## config.mk

```make
export PLATFORM = sky130hd
export DESIGN_NAME = mps_link
export DESIGN_NICKNAME = d
export VERILOG_FILES = /design/src/rtl/mps_pkg.sv /design/src/rtl/mps_link.sv
export SDC_FILE = /design/constraint.sdc
export NUM_CORES = 1
export LEC_CHECK = 0
export BUFFER_PORTS_ARGS = -buffer_cell sky130_fd_sc_hd__buf_2
export CAP_MARGIN = 20
export CELL_PAD_IN_SITES_DETAIL_PLACEMENT = 0
export CELL_PAD_IN_SITES_GLOBAL_PLACEMENT = 2
export CORE_MARGIN = 4
export CORE_UTILIZATION = 36
export DETAILED_ROUTE_END_ITERATION = 7
export PLACE_DENSITY_LB_ADDON = 0.1
export SETUP_SLACK_MARGIN = 0.3
export SKIP_LAST_GASP = 1
export SYNTH_ARGS = -nofsm -noshare
export SYNTH_HDL_FRONTEND = slang
export SYNTH_SLANG_ARGS = --single-unit
export TNS_END_PERCENT = 5
```

## constraint.sdc

```tcl
create_clock -name clk_in -period 5.1 [get_ports clk_in]
set_clock_uncertainty 0.15 [all_clocks]
set_input_delay 0.765 -clock clk_in [delete_from_list [all_inputs] [get_ports clk_in]]
set_output_delay 0.765 -clock clk_in [all_outputs]
set_load 0.01 [all_outputs]
```

## src/rtl/mps_pkg.sv

```systemverilog
// Package with characters, timing and sizes for the poll/select link engine
package mps_pkg;
  localparam logic [7:0] MPS_STX      = 8'h02;
  localparam logic [7:0] MPS_ETX      = 8'h03;
  localparam logic [7:0] MPS_EOT      = 8'h04;
  localparam logic [7:0] MPS_ENQ      = 8'h05;
  localparam logic [7:0] MPS_ACK      = 8'h06;
  localparam logic [7:0] MPS_NAK      = 8'h15;
  localparam logic [7:0] MPS_BCC_SET  = 8'h80;
  localparam logic [7:0] MPS_CHR_P    = 8'h70;
  localparam logic [7:0] MPS_CHR_O    = 8'h6F;
  localparam logic [7:0] MPS_CHR_S    = 8'h73;
  localparam logic [7:0] MPS_CHR_R    = 8'h72;
  localparam logic [7:0] MPS_CHR_0    = 8'h30;
  localparam logic [7:0] MPS_CHR_9    = 8'h39;
  localparam logic [7:0] MPS_CHR_Q    = 8'h3F;
  localparam logic [7:0] MPS_CHR_SP   = 8'h20;
  localparam logic [7:0] MPS_CHR_COL  = 8'h3A;
  localparam logic [7:0] MPS_CHR_COM  = 8'h2C;
  localparam logic [7:0] MPS_CASE_BIT = 8'h20;
  // Watchdog limit, seconds, and clock rate
  localparam int unsigned MPS_TMO_SEC = 5;
  localparam int unsigned MPS_CLK_HZ  = 40000000;
  localparam int unsigned MPS_TMO_CYC = MPS_TMO_SEC * MPS_CLK_HZ;
  // Command buffer depth and index width
  localparam int unsigned MPS_CMD_DEPTH = 64;
  localparam int unsigned MPS_CMD_AW    = 6;
  localparam logic [5:0]  MPS_CMD_LAST  = 6'h3F;
  // Reset values
  localparam logic [7:0] MPS_BYTE_RST = 8'h00;
  localparam logic [31:0] MPS_TMR_RST = 32'h0000_0000;
  typedef enum logic [1:0] {MPS_K_POLL, MPS_K_SEL, MPS_K_NONE} mps_kind_t;
endpackage : mps_pkg

```

## src/rtl/mps_link.sv

```systemverilog
// Secondary-station engine for the multipoint poll/select serial link
`timescale 1ns/10ps
`default_nettype none
module mps_link
  import mps_pkg::*;
#(
  parameter int unsigned TMO_CYC = mps_pkg::MPS_TMO_CYC
) (
  input  wire logic       clk_in,        // System clock, 40 MHz
  input  wire logic       rst_in,        // Asynchronous reset, active high
  input  wire logic [6:0] group_addr_in, // Configured group address 0..99
  input  wire logic [6:0] user_addr_in,  // Configured user address 0..99
  input  wire logic       bcc_en_in,     // Block check enabled
  input  wire logic       legacy_in,     // Legacy command set enabled
  input  wire logic [7:0] rx_data_in,    // Received byte
  input  wire logic       rx_valid_in,   // Received byte strobe
  output logic      [7:0] tx_data_out,   // Byte to send
  output logic            tx_valid_out,  // Byte to send is valid
  input  wire logic       tx_ready_in,   // Transmitter takes byte
  input  wire logic [7:0] rsp_data_in,   // Pending response payload byte
  input  wire logic       rsp_valid_in,  // Response byte available
  input  wire logic       rsp_last_in,   // Last byte of this response
  output logic            rsp_ready_out, // Response byte consumed
  input  wire logic       rsp_more_in,   // Another response is queued
  output logic      [7:0] cmd_data_out,  // Accepted command byte
  output logic            cmd_valid_out, // Command byte strobe
  output logic            cmd_end_out,   // Command complete pulse
  output logic            cmd_query_out, // Completed command is a query
  output logic            cmd_param_out, // Completed command has parameters
  output logic            cmd_legacy_out, // Fast-selected block received in legacy mode
  input  wire logic       cmd_ok_in,     // Command interpreter accepts it
  output logic            cmd_flush_out, // Clear command receive buffer
  output logic            addressed_out  // Station is addressed
);
  import mps_pkg::*;

  typedef enum logic [3:0] {
    S_IDLE, S_HDR, S_SEL_ACK, S_SLAVE, S_RX, S_RX_BCC, S_EVAL, S_REPLY,
    S_TX_STX, S_TX_DAT, S_TX_ETX, S_TX_BCC, S_WAIT_ACK, S_TX_EOT
  } mps_st_t;

  // Digit check and two-digit decimal value
  function automatic logic is_digit(input logic [7:0] c);
    is_digit = (c >= MPS_CHR_0) && (c <= MPS_CHR_9);
  endfunction : is_digit

  function automatic logic [6:0] dec2(input logic [7:0] hi,
                                      input logic [7:0] lo);
    logic [7:0] h;
    logic [7:0] l;
    h = hi - MPS_CHR_0;
    l = lo - MPS_CHR_0;
    // Widen before the multiply so that tens up to 90 do not wrap
    dec2 = {3'b000, h[3:0]} * 7'h0A + {3'b000, l[3:0]};
  endfunction : dec2

  // Upper-case folding for keyword compare
  function automatic logic [7:0] upc(input logic [7:0] c);
    upc = (c >= 8'h61 && c <= 8'h7A) ? (c & ~MPS_CASE_BIT) : c;
  endfunction : upc

  mps_st_t     st_ff, nxt_st;
  logic [7:0]  hdr_ff [0:5];
  logic [2:0]  hcnt_ff;
  logic [7:0]  bcc_ff;
  logic [7:0]  cmd_ff [0:MPS_CMD_DEPTH-1];
  logic [5:0]  clen_ff;
  logic        cov_ff;
  logic        fast_ff;
  logic        query_ff;
  logic        param_ff;
  logic        bad_ff;
  logic        legacy_ff;
  logic [7:0]  reply_ff;
  logic [7:0]  tbcc_ff;
  logic [7:0]  last_ff;
  logic [31:0] tmr_ff;
  logic        tmr_on_ff;
  logic        addr_ff;
  logic [7:0]  tx_byte;
  logic [7:0]  cdat_ff;
  logic        cval_ff;
  logic        cend_ff;

  // Byte class decode
  wire is_eot    = rx_valid_in && (rx_data_in == MPS_EOT);
  wire is_stx    = rx_data_in == MPS_STX;
  wire is_etx    = rx_data_in == MPS_ETX;
  wire is_enq    = rx_data_in == MPS_ENQ;
  wire is_ack    = rx_valid_in && (rx_data_in == MPS_ACK);
  wire tmo       = tmr_on_ff && (tmr_ff >= TMO_CYC - 1);
  wire tx_fire   = tx_valid_out && tx_ready_in;

  // Header decode: digits, own address, letters
  wire hdr_dig   = is_digit(hdr_ff[0]) && is_digit(hdr_ff[1]) &&
                   is_digit(hdr_ff[2]) && is_digit(hdr_ff[3]);
  wire hdr_own   = hdr_dig &&
                   dec2(hdr_ff[0], hdr_ff[1]) == group_addr_in &&
                   dec2(hdr_ff[2], hdr_ff[3]) == user_addr_in;
  wire poll_letters   = hdr_ff[4] == MPS_CHR_P && hdr_ff[5] == MPS_CHR_O;
  wire select_letters = hdr_ff[4] == MPS_CHR_S && hdr_ff[5] == MPS_CHR_R;
  wire hdr_full  = hcnt_ff == 3'd6;

  // Keyword screening on the first command bytes, case folded
  wire [7:0] k0 = upc(cmd_ff[0]);
  wire [7:0] k1 = upc(cmd_ff[1]);
  wire [7:0] k2 = upc(cmd_ff[2]);
  wire [7:0] k3 = upc(cmd_ff[3]);
  wire kw_meas   = k0 == 8'h4D && k1 == 8'h45 && k2 == 8'h41 &&
                   k3 == 8'h53;
  wire kw_read   = k0 == 8'h52 && k1 == 8'h45 && k2 == 8'h41 &&
                   k3 == 8'h44;
  wire kw_addr   = (k0 == 8'h53 && k1 == 8'h59 && k2 == 8'h53 &&
                   k3 == 8'h54) && cov_ff;
  wire forbidden = kw_meas || kw_read || kw_addr;

  // Block check of accumulated bytes
  wire [7:0] bcc_ref = bcc_ff | MPS_BCC_SET;
  wire       rx_ok   = !bad_ff && !forbidden && cmd_ok_in;

  // Next state
  always_comb begin
    nxt_st = st_ff;
    case (st_ff)
      S_IDLE, S_HDR: begin
        if (rx_valid_in && hdr_full && is_enq && poll_letters && hdr_own)
          nxt_st = rsp_valid_in ? S_TX_STX : S_TX_EOT;
        else if (rx_valid_in && hdr_full && is_enq && select_letters &&
                 hdr_own)
          nxt_st = S_SEL_ACK;
        else if (rx_valid_in && hdr_full && is_stx && select_letters &&
                 hdr_own)
          nxt_st = S_RX;
        else if (rx_valid_in && hdr_full)
          nxt_st = S_IDLE;
        else if (rx_valid_in)
          nxt_st = S_HDR;
      end
      S_SEL_ACK:  if (tx_fire) nxt_st = S_SLAVE;
      S_SLAVE:    if (rx_valid_in && is_stx) nxt_st = S_RX;
      S_RX:       if (rx_valid_in && is_etx)
                    nxt_st = bcc_en_in ? S_RX_BCC : S_EVAL;
      S_RX_BCC:   if (rx_valid_in) nxt_st = S_EVAL;
      S_EVAL:     nxt_st = S_REPLY;
      S_REPLY:    if (tx_fire) nxt_st = S_SLAVE;
      S_TX_STX:   if (tx_fire) nxt_st = S_TX_DAT;
      S_TX_DAT:   if (tx_fire && rsp_last_in) nxt_st = S_TX_ETX;
      S_TX_ETX:   if (tx_fire) nxt_st = bcc_en_in ? S_TX_BCC : S_WAIT_ACK;
      S_TX_BCC:   if (tx_fire) nxt_st = S_WAIT_ACK;
      S_WAIT_ACK: if (tmo) nxt_st = S_TX_EOT;
                  else if (is_ack)
                    nxt_st = (rsp_more_in && rsp_valid_in) ?
                             S_TX_STX : S_TX_EOT;
      S_TX_EOT:   if (tx_fire) nxt_st = S_IDLE;
      default:    nxt_st = S_IDLE;
    endcase
    // Received end-of-transmission or receive timeout drop the link
    if (is_eot && st_ff != S_TX_EOT)
      nxt_st = S_IDLE;
    if (tmo && (st_ff == S_RX || st_ff == S_RX_BCC))
      nxt_st = S_IDLE;
  end

  // State and timer for receive and acknowledge wait
  wire rx_tmr_run = (st_ff == S_RX || st_ff == S_RX_BCC);
  wire tmr_clr    = (nxt_st != st_ff) || (rx_tmr_run && rx_valid_in);
  always_ff @(posedge clk_in or posedge rst_in) begin
    if (rst_in) begin
      st_ff     <= S_IDLE;
      tmr_ff    <= MPS_TMR_RST;
      tmr_on_ff <= 1'b0;
    end else begin
      st_ff     <= nxt_st;
      tmr_ff    <= tmr_clr ? MPS_TMR_RST : tmr_ff + 32'h1;
      tmr_on_ff <= (nxt_st == S_WAIT_ACK) ||
                   (nxt_st == S_RX) || (nxt_st == S_RX_BCC);
    end
  end

  // Header buffer written by index, reset at each idle-side frame
  wire hdr_take = rx_valid_in && (st_ff == S_IDLE || st_ff == S_HDR) &&
                  !is_eot;
  always_ff @(posedge clk_in or posedge rst_in) begin
    if (rst_in) begin
      hcnt_ff <= 3'd0;
      for (int i = 0; i < 6; i++) hdr_ff[i] <= MPS_BYTE_RST;
    end else if (hdr_take && !hdr_full) begin
      hdr_ff[hcnt_ff] <= rx_data_in;
      hcnt_ff         <= hcnt_ff + 3'd1;
    end else if (hdr_take || is_eot ||
                 (st_ff != S_IDLE && st_ff != S_HDR)) begin
      hcnt_ff <= 3'd0;
    end
  end

  // Command buffer, check sum and syntax flags
  wire rx_pay = rx_valid_in && st_ff == S_RX && !is_etx;
  wire rx_start = (nxt_st == S_RX) && (st_ff != S_RX);
  always_ff @(posedge clk_in or posedge rst_in) begin
    if (rst_in) begin
      clen_ff   <= 6'h00;
      bcc_ff    <= MPS_BYTE_RST;
      cov_ff    <= 1'b0;
      query_ff  <= 1'b0;
      param_ff  <= 1'b0;
      bad_ff    <= 1'b0;
      last_ff   <= MPS_BYTE_RST;
      legacy_ff <= 1'b0;
      fast_ff   <= 1'b0;
      for (int i = 0; i < MPS_CMD_DEPTH; i++) cmd_ff[i] <= MPS_BYTE_RST;
    end else if (rx_start || is_eot) begin
      clen_ff   <= 6'h00;
      bcc_ff    <= MPS_BYTE_RST;
      cov_ff    <= 1'b0;
      param_ff  <= 1'b0;
      bad_ff    <= 1'b0;
      last_ff   <= MPS_BYTE_RST;
      // Legacy flag is taken at block start and dropped on received end-of-transmission
      legacy_ff <= rx_start && legacy_in;
      fast_ff   <= (st_ff == S_IDLE || st_ff == S_HDR);
    end else if (rx_valid_in && st_ff == S_RX) begin
      bcc_ff <= bcc_ff ^ rx_data_in;
      if (!is_etx) begin
        cmd_ff[clen_ff] <= rx_data_in;
        last_ff <= (rx_data_in == 8'h0A || rx_data_in == 8'h0D) ?
                   last_ff : rx_data_in;
        if (clen_ff == MPS_CMD_LAST) bad_ff <= 1'b1;
        else clen_ff <= clen_ff + 6'h01;
        if (rx_data_in == MPS_CHR_COL) cov_ff <= 1'b1;
        if (rx_data_in == MPS_CHR_SP)  param_ff <= 1'b1;
        if (rx_data_in < MPS_CHR_SP && rx_data_in != 8'h0A &&
            rx_data_in != 8'h0D) bad_ff <= 1'b1;
      end else begin
        query_ff <= last_ff == MPS_CHR_Q;
      end
    end else if (rx_valid_in && st_ff == S_RX_BCC) begin
      if (rx_data_in != bcc_ref) bad_ff <= 1'b1;
    end
  end

  // Reply selection, one acknowledge also covers fast addressing
  always_ff @(posedge clk_in or posedge rst_in) begin
    if (rst_in) begin
      reply_ff <= MPS_ACK;
    end else if (st_ff == S_EVAL) begin
      reply_ff <= rx_ok ? MPS_ACK : MPS_NAK;
    end
  end

  // Command byte stream and completion strobe
  always_ff @(posedge clk_in or posedge rst_in) begin
    if (rst_in) begin
      cdat_ff <= MPS_BYTE_RST;
      cval_ff <= 1'b0;
      cend_ff <= 1'b0;
    end else begin
      cdat_ff <= rx_data_in;
      cval_ff <= rx_pay;
      // Every finished block is reported; refused ones are answered NAK
      cend_ff <= (st_ff == S_EVAL);
    end
  end

  // Transmit byte selection
  always_comb begin
    case (st_ff)
      S_SEL_ACK:  tx_byte = MPS_ACK;
      S_REPLY:    tx_byte = reply_ff;
      S_TX_STX:   tx_byte = MPS_STX;
      S_TX_DAT:   tx_byte = rsp_data_in;
      S_TX_ETX:   tx_byte = MPS_ETX;
      S_TX_BCC:   tx_byte = tbcc_ff | MPS_BCC_SET;
      default:    tx_byte = MPS_EOT;
    endcase
  end

  // A byte is offered in every sending state; payload waits for its source
  wire tx_ctl = (st_ff == S_SEL_ACK) || (st_ff == S_REPLY) ||
                (st_ff == S_TX_STX) || (st_ff == S_TX_ETX) ||
                (st_ff == S_TX_BCC) || (st_ff == S_TX_EOT);
  wire tx_pay = (st_ff == S_TX_DAT) && rsp_valid_in;

  // Transmit check sum over payload and end byte, and address status
  always_ff @(posedge clk_in or posedge rst_in) begin
    if (rst_in) begin
      addr_ff <= 1'b0;
      tbcc_ff <= MPS_BYTE_RST;
    end else begin
      addr_ff <= (nxt_st != S_IDLE) && (nxt_st != S_HDR);
      if (st_ff == S_TX_STX && tx_fire)
        tbcc_ff <= MPS_BYTE_RST;
      else if ((st_ff == S_TX_DAT || st_ff == S_TX_ETX) && tx_fire)
        tbcc_ff <= tbcc_ff ^ tx_byte;
    end
  end

  // Byte comes straight from the selector: a register stage here would
  // add a cycle to every handshake and let data lag its strobe
  assign tx_data_out    = tx_byte;
  assign tx_valid_out   = tx_ctl || tx_pay;
  assign rsp_ready_out  = tx_pay && tx_ready_in;
  assign cmd_data_out   = cdat_ff;
  assign cmd_valid_out  = cval_ff;
  assign cmd_end_out    = cend_ff;
  assign cmd_query_out  = query_ff;
  assign cmd_param_out  = param_ff;
  assign cmd_legacy_out = legacy_ff && fast_ff;
  assign cmd_flush_out  = is_eot;
  assign addressed_out  = addr_ff;
endmodule : mps_link
`default_nettype wire

```

==> results of run 1 <==
sequential cells by signal, summed over array words and instances, names as in the netlist, 6 cells and up:
signal and cells:
hdr_ff 48, tmr_ff 32, clen_ff 6, tbcc_ff 7
cmd_ff 30, last_ff 8, cmd_data_out 8, bcc_ff 7
per-stage QoR:
| stage | utilization | instances | setup WS [ps] |
|---|---|---|---|
| 3_5_place_dp | 0.394 | 1175 | 672 |
| 3_3_place_gp | 0.394 | 1175 | 717 |
| 5_1_grt | 0.418 | 1207 | 435 |
| 2_1_floorplan | - | 819 | 961 |
| 6_report | 0.418 | 1207 | 660 |
| 4_1_cts | 0.418 | 1206 | 658 |
worst min-delay path by stage:
stage,cells after the start,from,endpoint
3_5_place_dp,2,cmd_ff[496],cmd_ff[496]
4_1_cts,1,fast_ff,fast_ff
2_1_floorplan,2,cmd_ff[488],cmd_ff[488]
6_report,2,cmd_ff[496],cmd_ff[496]
3_3_place_gp,2,cmd_ff[488],cmd_ff[488]
5_1_grt,1,fast_ff,fast_ff
cell usage in the layout (no fill, tap or decap), drive strengths merged, types with 15 or more instances in the layout:
master and count:
o21ai 26, buf 79, a21oi 21, nor4 49, nand3 26, and3 15
nor2 60, xor2 48, mux2 74, ha 16, dfrtp 164, xnor2 26
nand4 20, nand2 69, clkbuf 19
critical path: stages (launching register included):
cell,delay [ps]
dfrtp_1,440
ha_1,320
ha_1,210
fa_1,470
xnor2_1,170
and3_1,160
or4_1,500
or4_1,630
nor3_1,290
o21a_2,240
xnor2_2,120
buf_4,460
nor4_2,110
where the power goes:
group	internal, uW	switching [uW]
Clock	704	560
Sequential	1530	174
Combinational	595	544
Total	2820	1280
routing by layer:
layer,part of all wire,up-vias
met5,0,-
met4,0.0098,0
met3,0.026,17
met2,0.47,65
met1,0.49,3269
li1,-,3069
kinds of logic after synthesis:
logic type,count (synthesis),synth area share
simple gates,323,0.221
flops,165,0.466
compound gates,89,0.0638
mux,88,0.110
xor+xnor,76,0.0782
buf+inv,58,0.0289
fa+ha+maj,20,0.0316
cell usage after synthesis, drive strengths merged (2+ instances only):
cell,number
o22ai,2
nor4,49
and2,7
ha,16
a21o,5
nand2b,7
or4,9
buf,17
and4,6
a31oi,7
inv,11
nand3b,4
xor2,48
nand4,20
or4b,3
nand4b,7
mux2i,14
o21a,4
nand3,26
and3,15
a21oi,21
nor3b,2
and3b,4
nand2,69
xnor2,26
fa,4
a32o,2
nor4bb,6
dfrtp,164
nor2,60
a211oi,3
clkbuf,29
xnor3,2
o211ai,4
or3,5
o41ai,2
o31a,2
nor4b,3
o221ai,2
mux2,74
o21ai,26
nor3,10
nor2b,7
cell type report:
class                      instances  area [sq um]
clock buffer                      19           453
fill                            2321         14100
timing repair buffer              79           468
clock inverter                    12           120
tap                              324           405
sequential                       165          4130
multi-input combinational        596          4510
inverter                          12          48.8
==> reports/metrics.cfg, run 1 <==
[grt]
grt_use_met2 = 0.270
grt_pass1_vias = 6591
grt_max_degree = 166
grt-ovfl-total = 0
antenna_found_initial = 0
use_met3 = 0.0285
grt-busiest-layer = met2
grtUsageMet1 = 0.238
grtUsageTotal = 0.168
grt_pass1_wl_mm = 36.1

[pwr]
power.density_nw_per_um2 = 405
power_uw = 4100
p_leak_uw = 0.00444
ir_drop_mv = 0.196

[sta]
holdWs_ps = 339
hold_viol_final = 0
drv_slew = 0
timing.fmax_ghz = 0.225
relSlewSlack = 0.338
worst_pin_slew_ps = 992
layout_min_cycle_time_ps = 4440
setup_violations = 0
setup_tns_ps = 0
rsz0062_at_grt = false
finalCritPeriodShare = 0.871

[yosys]
synth_edf_count = 0
syn-instance-count = 819
synth.avg_cell_area_sq_um = 10.8
ys_seq_elements = 165
syn-num-nets = 879
synthTopCellsByArea = dfrtp_1, mux2_2, xor2_1, nor4_2, nand2_1
synthArstFlopShare = 1.00
yosys.area.top_type_share = 0.463
synth_cell_types = 67
synth_area_sq_um = 8860
ys_seq_area_frac = 0.466
synth_largest_area_cell = dfrtp_1
yosysWarnings = 0
synthFlopType = dfrtp_1

[clocking]
clock_path_buffers = 2
cts_hold_buffers = 0
cts.clk_slew.worst_paths_ps = 70
cts_resized = 0
clock_sinks = 165
clkLatencyLatePin_ps = 430
tritoncts = built
cts_made_buffers = 17
cts_root_buf = clkbuf_16
h-tree-depth = 4
post_cts_buffers = 0

[finish]
n_antenna_cell = 0
syn2layout_area_growth_pct = 14.3
finalInstanceArea_sq_um = 10100
layout.nets = 931
drive_gt1_frac = 0.254

[place]
hpwl_mm = 14.9
port-buffer-count = 64
placed_area_sq_um = 9550
place_congestion = 0.791

[route]
wl_per_cell_um = 18.3
drtPass1Iterations = 4
drt-initial-drc-count = 381
drc = 0
ant_nets = 0
wirelength_mm = 22.1
vias_per_cell = 5.32
via_count = 6420

[min_path]
hp-class = reg2reg

[job]
cap_violations = 0

[outcome]
status = finished clean

[die]
core_area_sq_um = 24200
die_h_um = 165
io_pins = 65
start_util = 0.366
die-area_sq_um = 27200
num_rows = 57
chipWidth_um = 165

[worst_setup_path]
crit_fanout = 32
ff2ff_setup_slack_ps = 660
r2r-start = hdr_ff[25]
setup.worst_path.end_class = flop
crit_path_end = tmr_ff[3]
crit_type = reg2reg
reg2reg_to = tmr_ff[3]
startpoint = hdr_ff[25]
r2r_cells = 12
worstSetupStartpointType = flop
worstPathArrival_ps = 4570
required_ps = 5230

Note: power is estimated with default switching activity, not from simulation.
==> inputs of run 2 (changes only) <==
- PLACE_DENSITY: unset -> 0.78
- PLACE_DENSITY_LB_ADDON: 0.1 -> unset
==> run 2 against run 1 <==
- sequential power about the same
- final cell count increased by 0.17%
- worst hold slack worse by 1.8 ps
- critical path depth fell by 1
- combinational power hardly changed
- non-clock buffer count is 2 higher
- maximum frequency shrank 2.8%
- cell area up 0.51%
- die area unchanged
==> reports/metrics.cfg, run 2 (synthesis results as in run 1) <==
[die]
die_h_um = 165  ; unchanged
chipWidth_um = 165  ; unchanged
core_area_sq_um = 24200  ; unchanged
io_pins = 65  ; unchanged
num_rows = 57  ; unchanged
die-area_sq_um = 27200  ; unchanged
start_util = 0.366  ; unchanged

[sta]
worst_pin_slew_ps = 941  ; -51.6 ps
timing.fmax_ghz = 0.219  ; -2.8%
relSlewSlack = 0.373  ; +0.0344
drv_slew = 0  ; unchanged
setup_tns_ps = 0  ; unchanged
holdWs_ps = 337  ; -1.83 ps
setup_violations = 0  ; unchanged
rsz0062_at_grt = false
layout_min_cycle_time_ps = 4570  ; +130 ps
finalCritPeriodShare = 0.896  ; +0.0254
hold_viol_final = 0  ; unchanged

[worst_setup_path]
crit_type = reg2reg
reg2reg_to = fast_ff
required_ps = 5250  ; +20 ps
critPathBufInv = 0  ; -1
ff2ff_setup_slack_ps = 530  ; -130 ps
crit_cells = 11  ; -1
slowest_delay_ps = 620  ; about the same
crit_family = simple AND/OR/NAND/NOR gates
crit_fanout = 25  ; -22%
r2r_cells = 11  ; -1
r2r-start = hdr_ff[25]
worstSetupStartpointType = flop
worstPathArrival_ps = 4710  ; +140 ps
slowest_stage = or4_1
setup.worst_path.end_class = flop
worstPathCellList = ha_1 > ha_1 > fa_1 > xnor2_1 > and3_1 > or4_1 > or4_1 > nor3_1 > o21a_2 > a31o_2 > mux2_1

[finish]
drive_gt1_frac = 0.253  ; -0.000573
syn2layout_area_growth_pct = 14.9
n_antenna_cell = 0  ; unchanged
fill_cells = 2364  ; +1.9%
finalInstanceArea_sq_um = 10200  ; +0.51%
top_regs = hdr_ff x48, tmr_ff x32, cmd_ff x30
final_cell_mix = dfrtp_1, mux2_2, nand2_1
layout.nets = 933  ; +0.21%
layout_commonest_cell = dfrtp_1
final_util = 0.420  ; +0.00212
largest_reg_flops = 48  ; unchanged
regMostFlops = hdr_ff

[clocking]
clock_sinks = 165  ; unchanged
cts.clk_slew.worst_paths_ps = 60  ; about the same
clkLatencyLatePin_ps = 430  ; about the same
post_cts_buffers = 0  ; unchanged
cts_root_buf = clkbuf_16
cts_made_buffers = 17  ; unchanged
cts_resized = 0  ; unchanged
cts_hold_buffers = 0  ; unchanged
h-tree-depth = 4  ; unchanged
tritoncts = built
clock_path_buffers = 2  ; unchanged

[pwr]
p_leak_uw = 0.00447  ; +0.59%
power.density_nw_per_um2 = 406  ; +0.32%
ir_drop_mv = 0.202  ; +3.0%

[grt]
antenna_found_initial = 0  ; unchanged
grt_max_degree = 166  ; unchanged
grt_pass1_vias = 6614  ; +0.35%
grt_pass1_wl_mm = 34.9  ; -3.2%
grt-ovfl-total = 0  ; unchanged
grtUsageTotal = 0.162  ; -0.00559

[min_path]
hp-class = reg2reg
worstHoldStart = reply_ff[1]
hold-path-cell-count = 2  ; unchanged
hold_end = reply_ff[1]

[route]
via_count = 6399  ; -0.33%
vias_per_cell = 5.29  ; -0.49%
drt-initial-drc-count = 283  ; -26%
drtPass1Iterations = 4  ; unchanged
wirelength_mm = 21.1  ; -4.3%
wl_met3_um = 612  ; +5.0%
ant_nets = 0  ; unchanged
highest_layer = met4
dr_wl_met2_mm = 10.2  ; -2.3%
wl_per_cell_um = 17.5  ; -4.4%
drc = 0  ; unchanged
met1Wirelength_mm = 10.1  ; -6.5%

[place]
hpwl_mm = 14.3  ; -3.5%
placed_area_sq_um = 9580  ; +0.24%
port-buffer-count = 64  ; unchanged
place_congestion = 0.794  ; +0.38%

[outcome]
status = finished clean

[job]
cap_violations = 0  ; unchanged

==> run 2: cell type report <==
cell class	count	area [sq um]	share of cell area
clock buffer	21	460	0.0452
clock inverter	10	146	0.0144
inverter	12	48.8	0.00479
multi-input combinational	596	4510	0.443
sequential	165	4130	0.406
tap	324	405	0.0398
timing repair buffer	81	485	0.0477
==> run 2: tightest hold or removal path: cells and delay by family (launching register included) <==
family | cells | cell delay [ps]
buffers and inverters | 1 | 40
DFF | 1 | 370
AOI/OAI and AO/OA | 1 | 70
==> run 2: layer usage <==
| layer | vias up | GRT usage |
|---|---|---|
| met5 | - | 0 |
| met4 | 0 | 0.0408 |
| met3 | 14 | 0.0262 |
| met2 | 82 | 0.271 |
| met1 | 3213 | 0.222 |
| li1 | 3090 | - |
==> run 2: how the worst max path moves through the flow <==
stage | start | end
global route | hdr_ff[25] | fast_ff
CTS | hdr_ff[25] | fast_ff
finish | hdr_ff[25] | fast_ff
detailed placement | hdr_ff[25] | fast_ff
floorplan | hdr_ff[25] | tmr_ff[12]
global placement | hdr_ff[25] | fast_ff
==> run 2: stage by stage <==
stage                     setup slack [ps]  instances  total power [uW]
final                                  531       1209              4140
after CTS                              512       1209              4200
after global placement                 608       1178              2840
after global routing                   328       1209              4430
after floorplan                        961        819              2570
after detailed placement               524       1178              2850
==> run 2: report_power, final <==
| part | leakage (uW) | switching [uW] | internal [uW] |
|---|---|---|---|
| Sequential | 0.00218 | 169 | 1530 |
| Combinational | 0.00199 | 527 | 594 |
| Clock | 0.000294 | 522 | 799 |
| Total | 0.00447 | 1220 | 2920 |
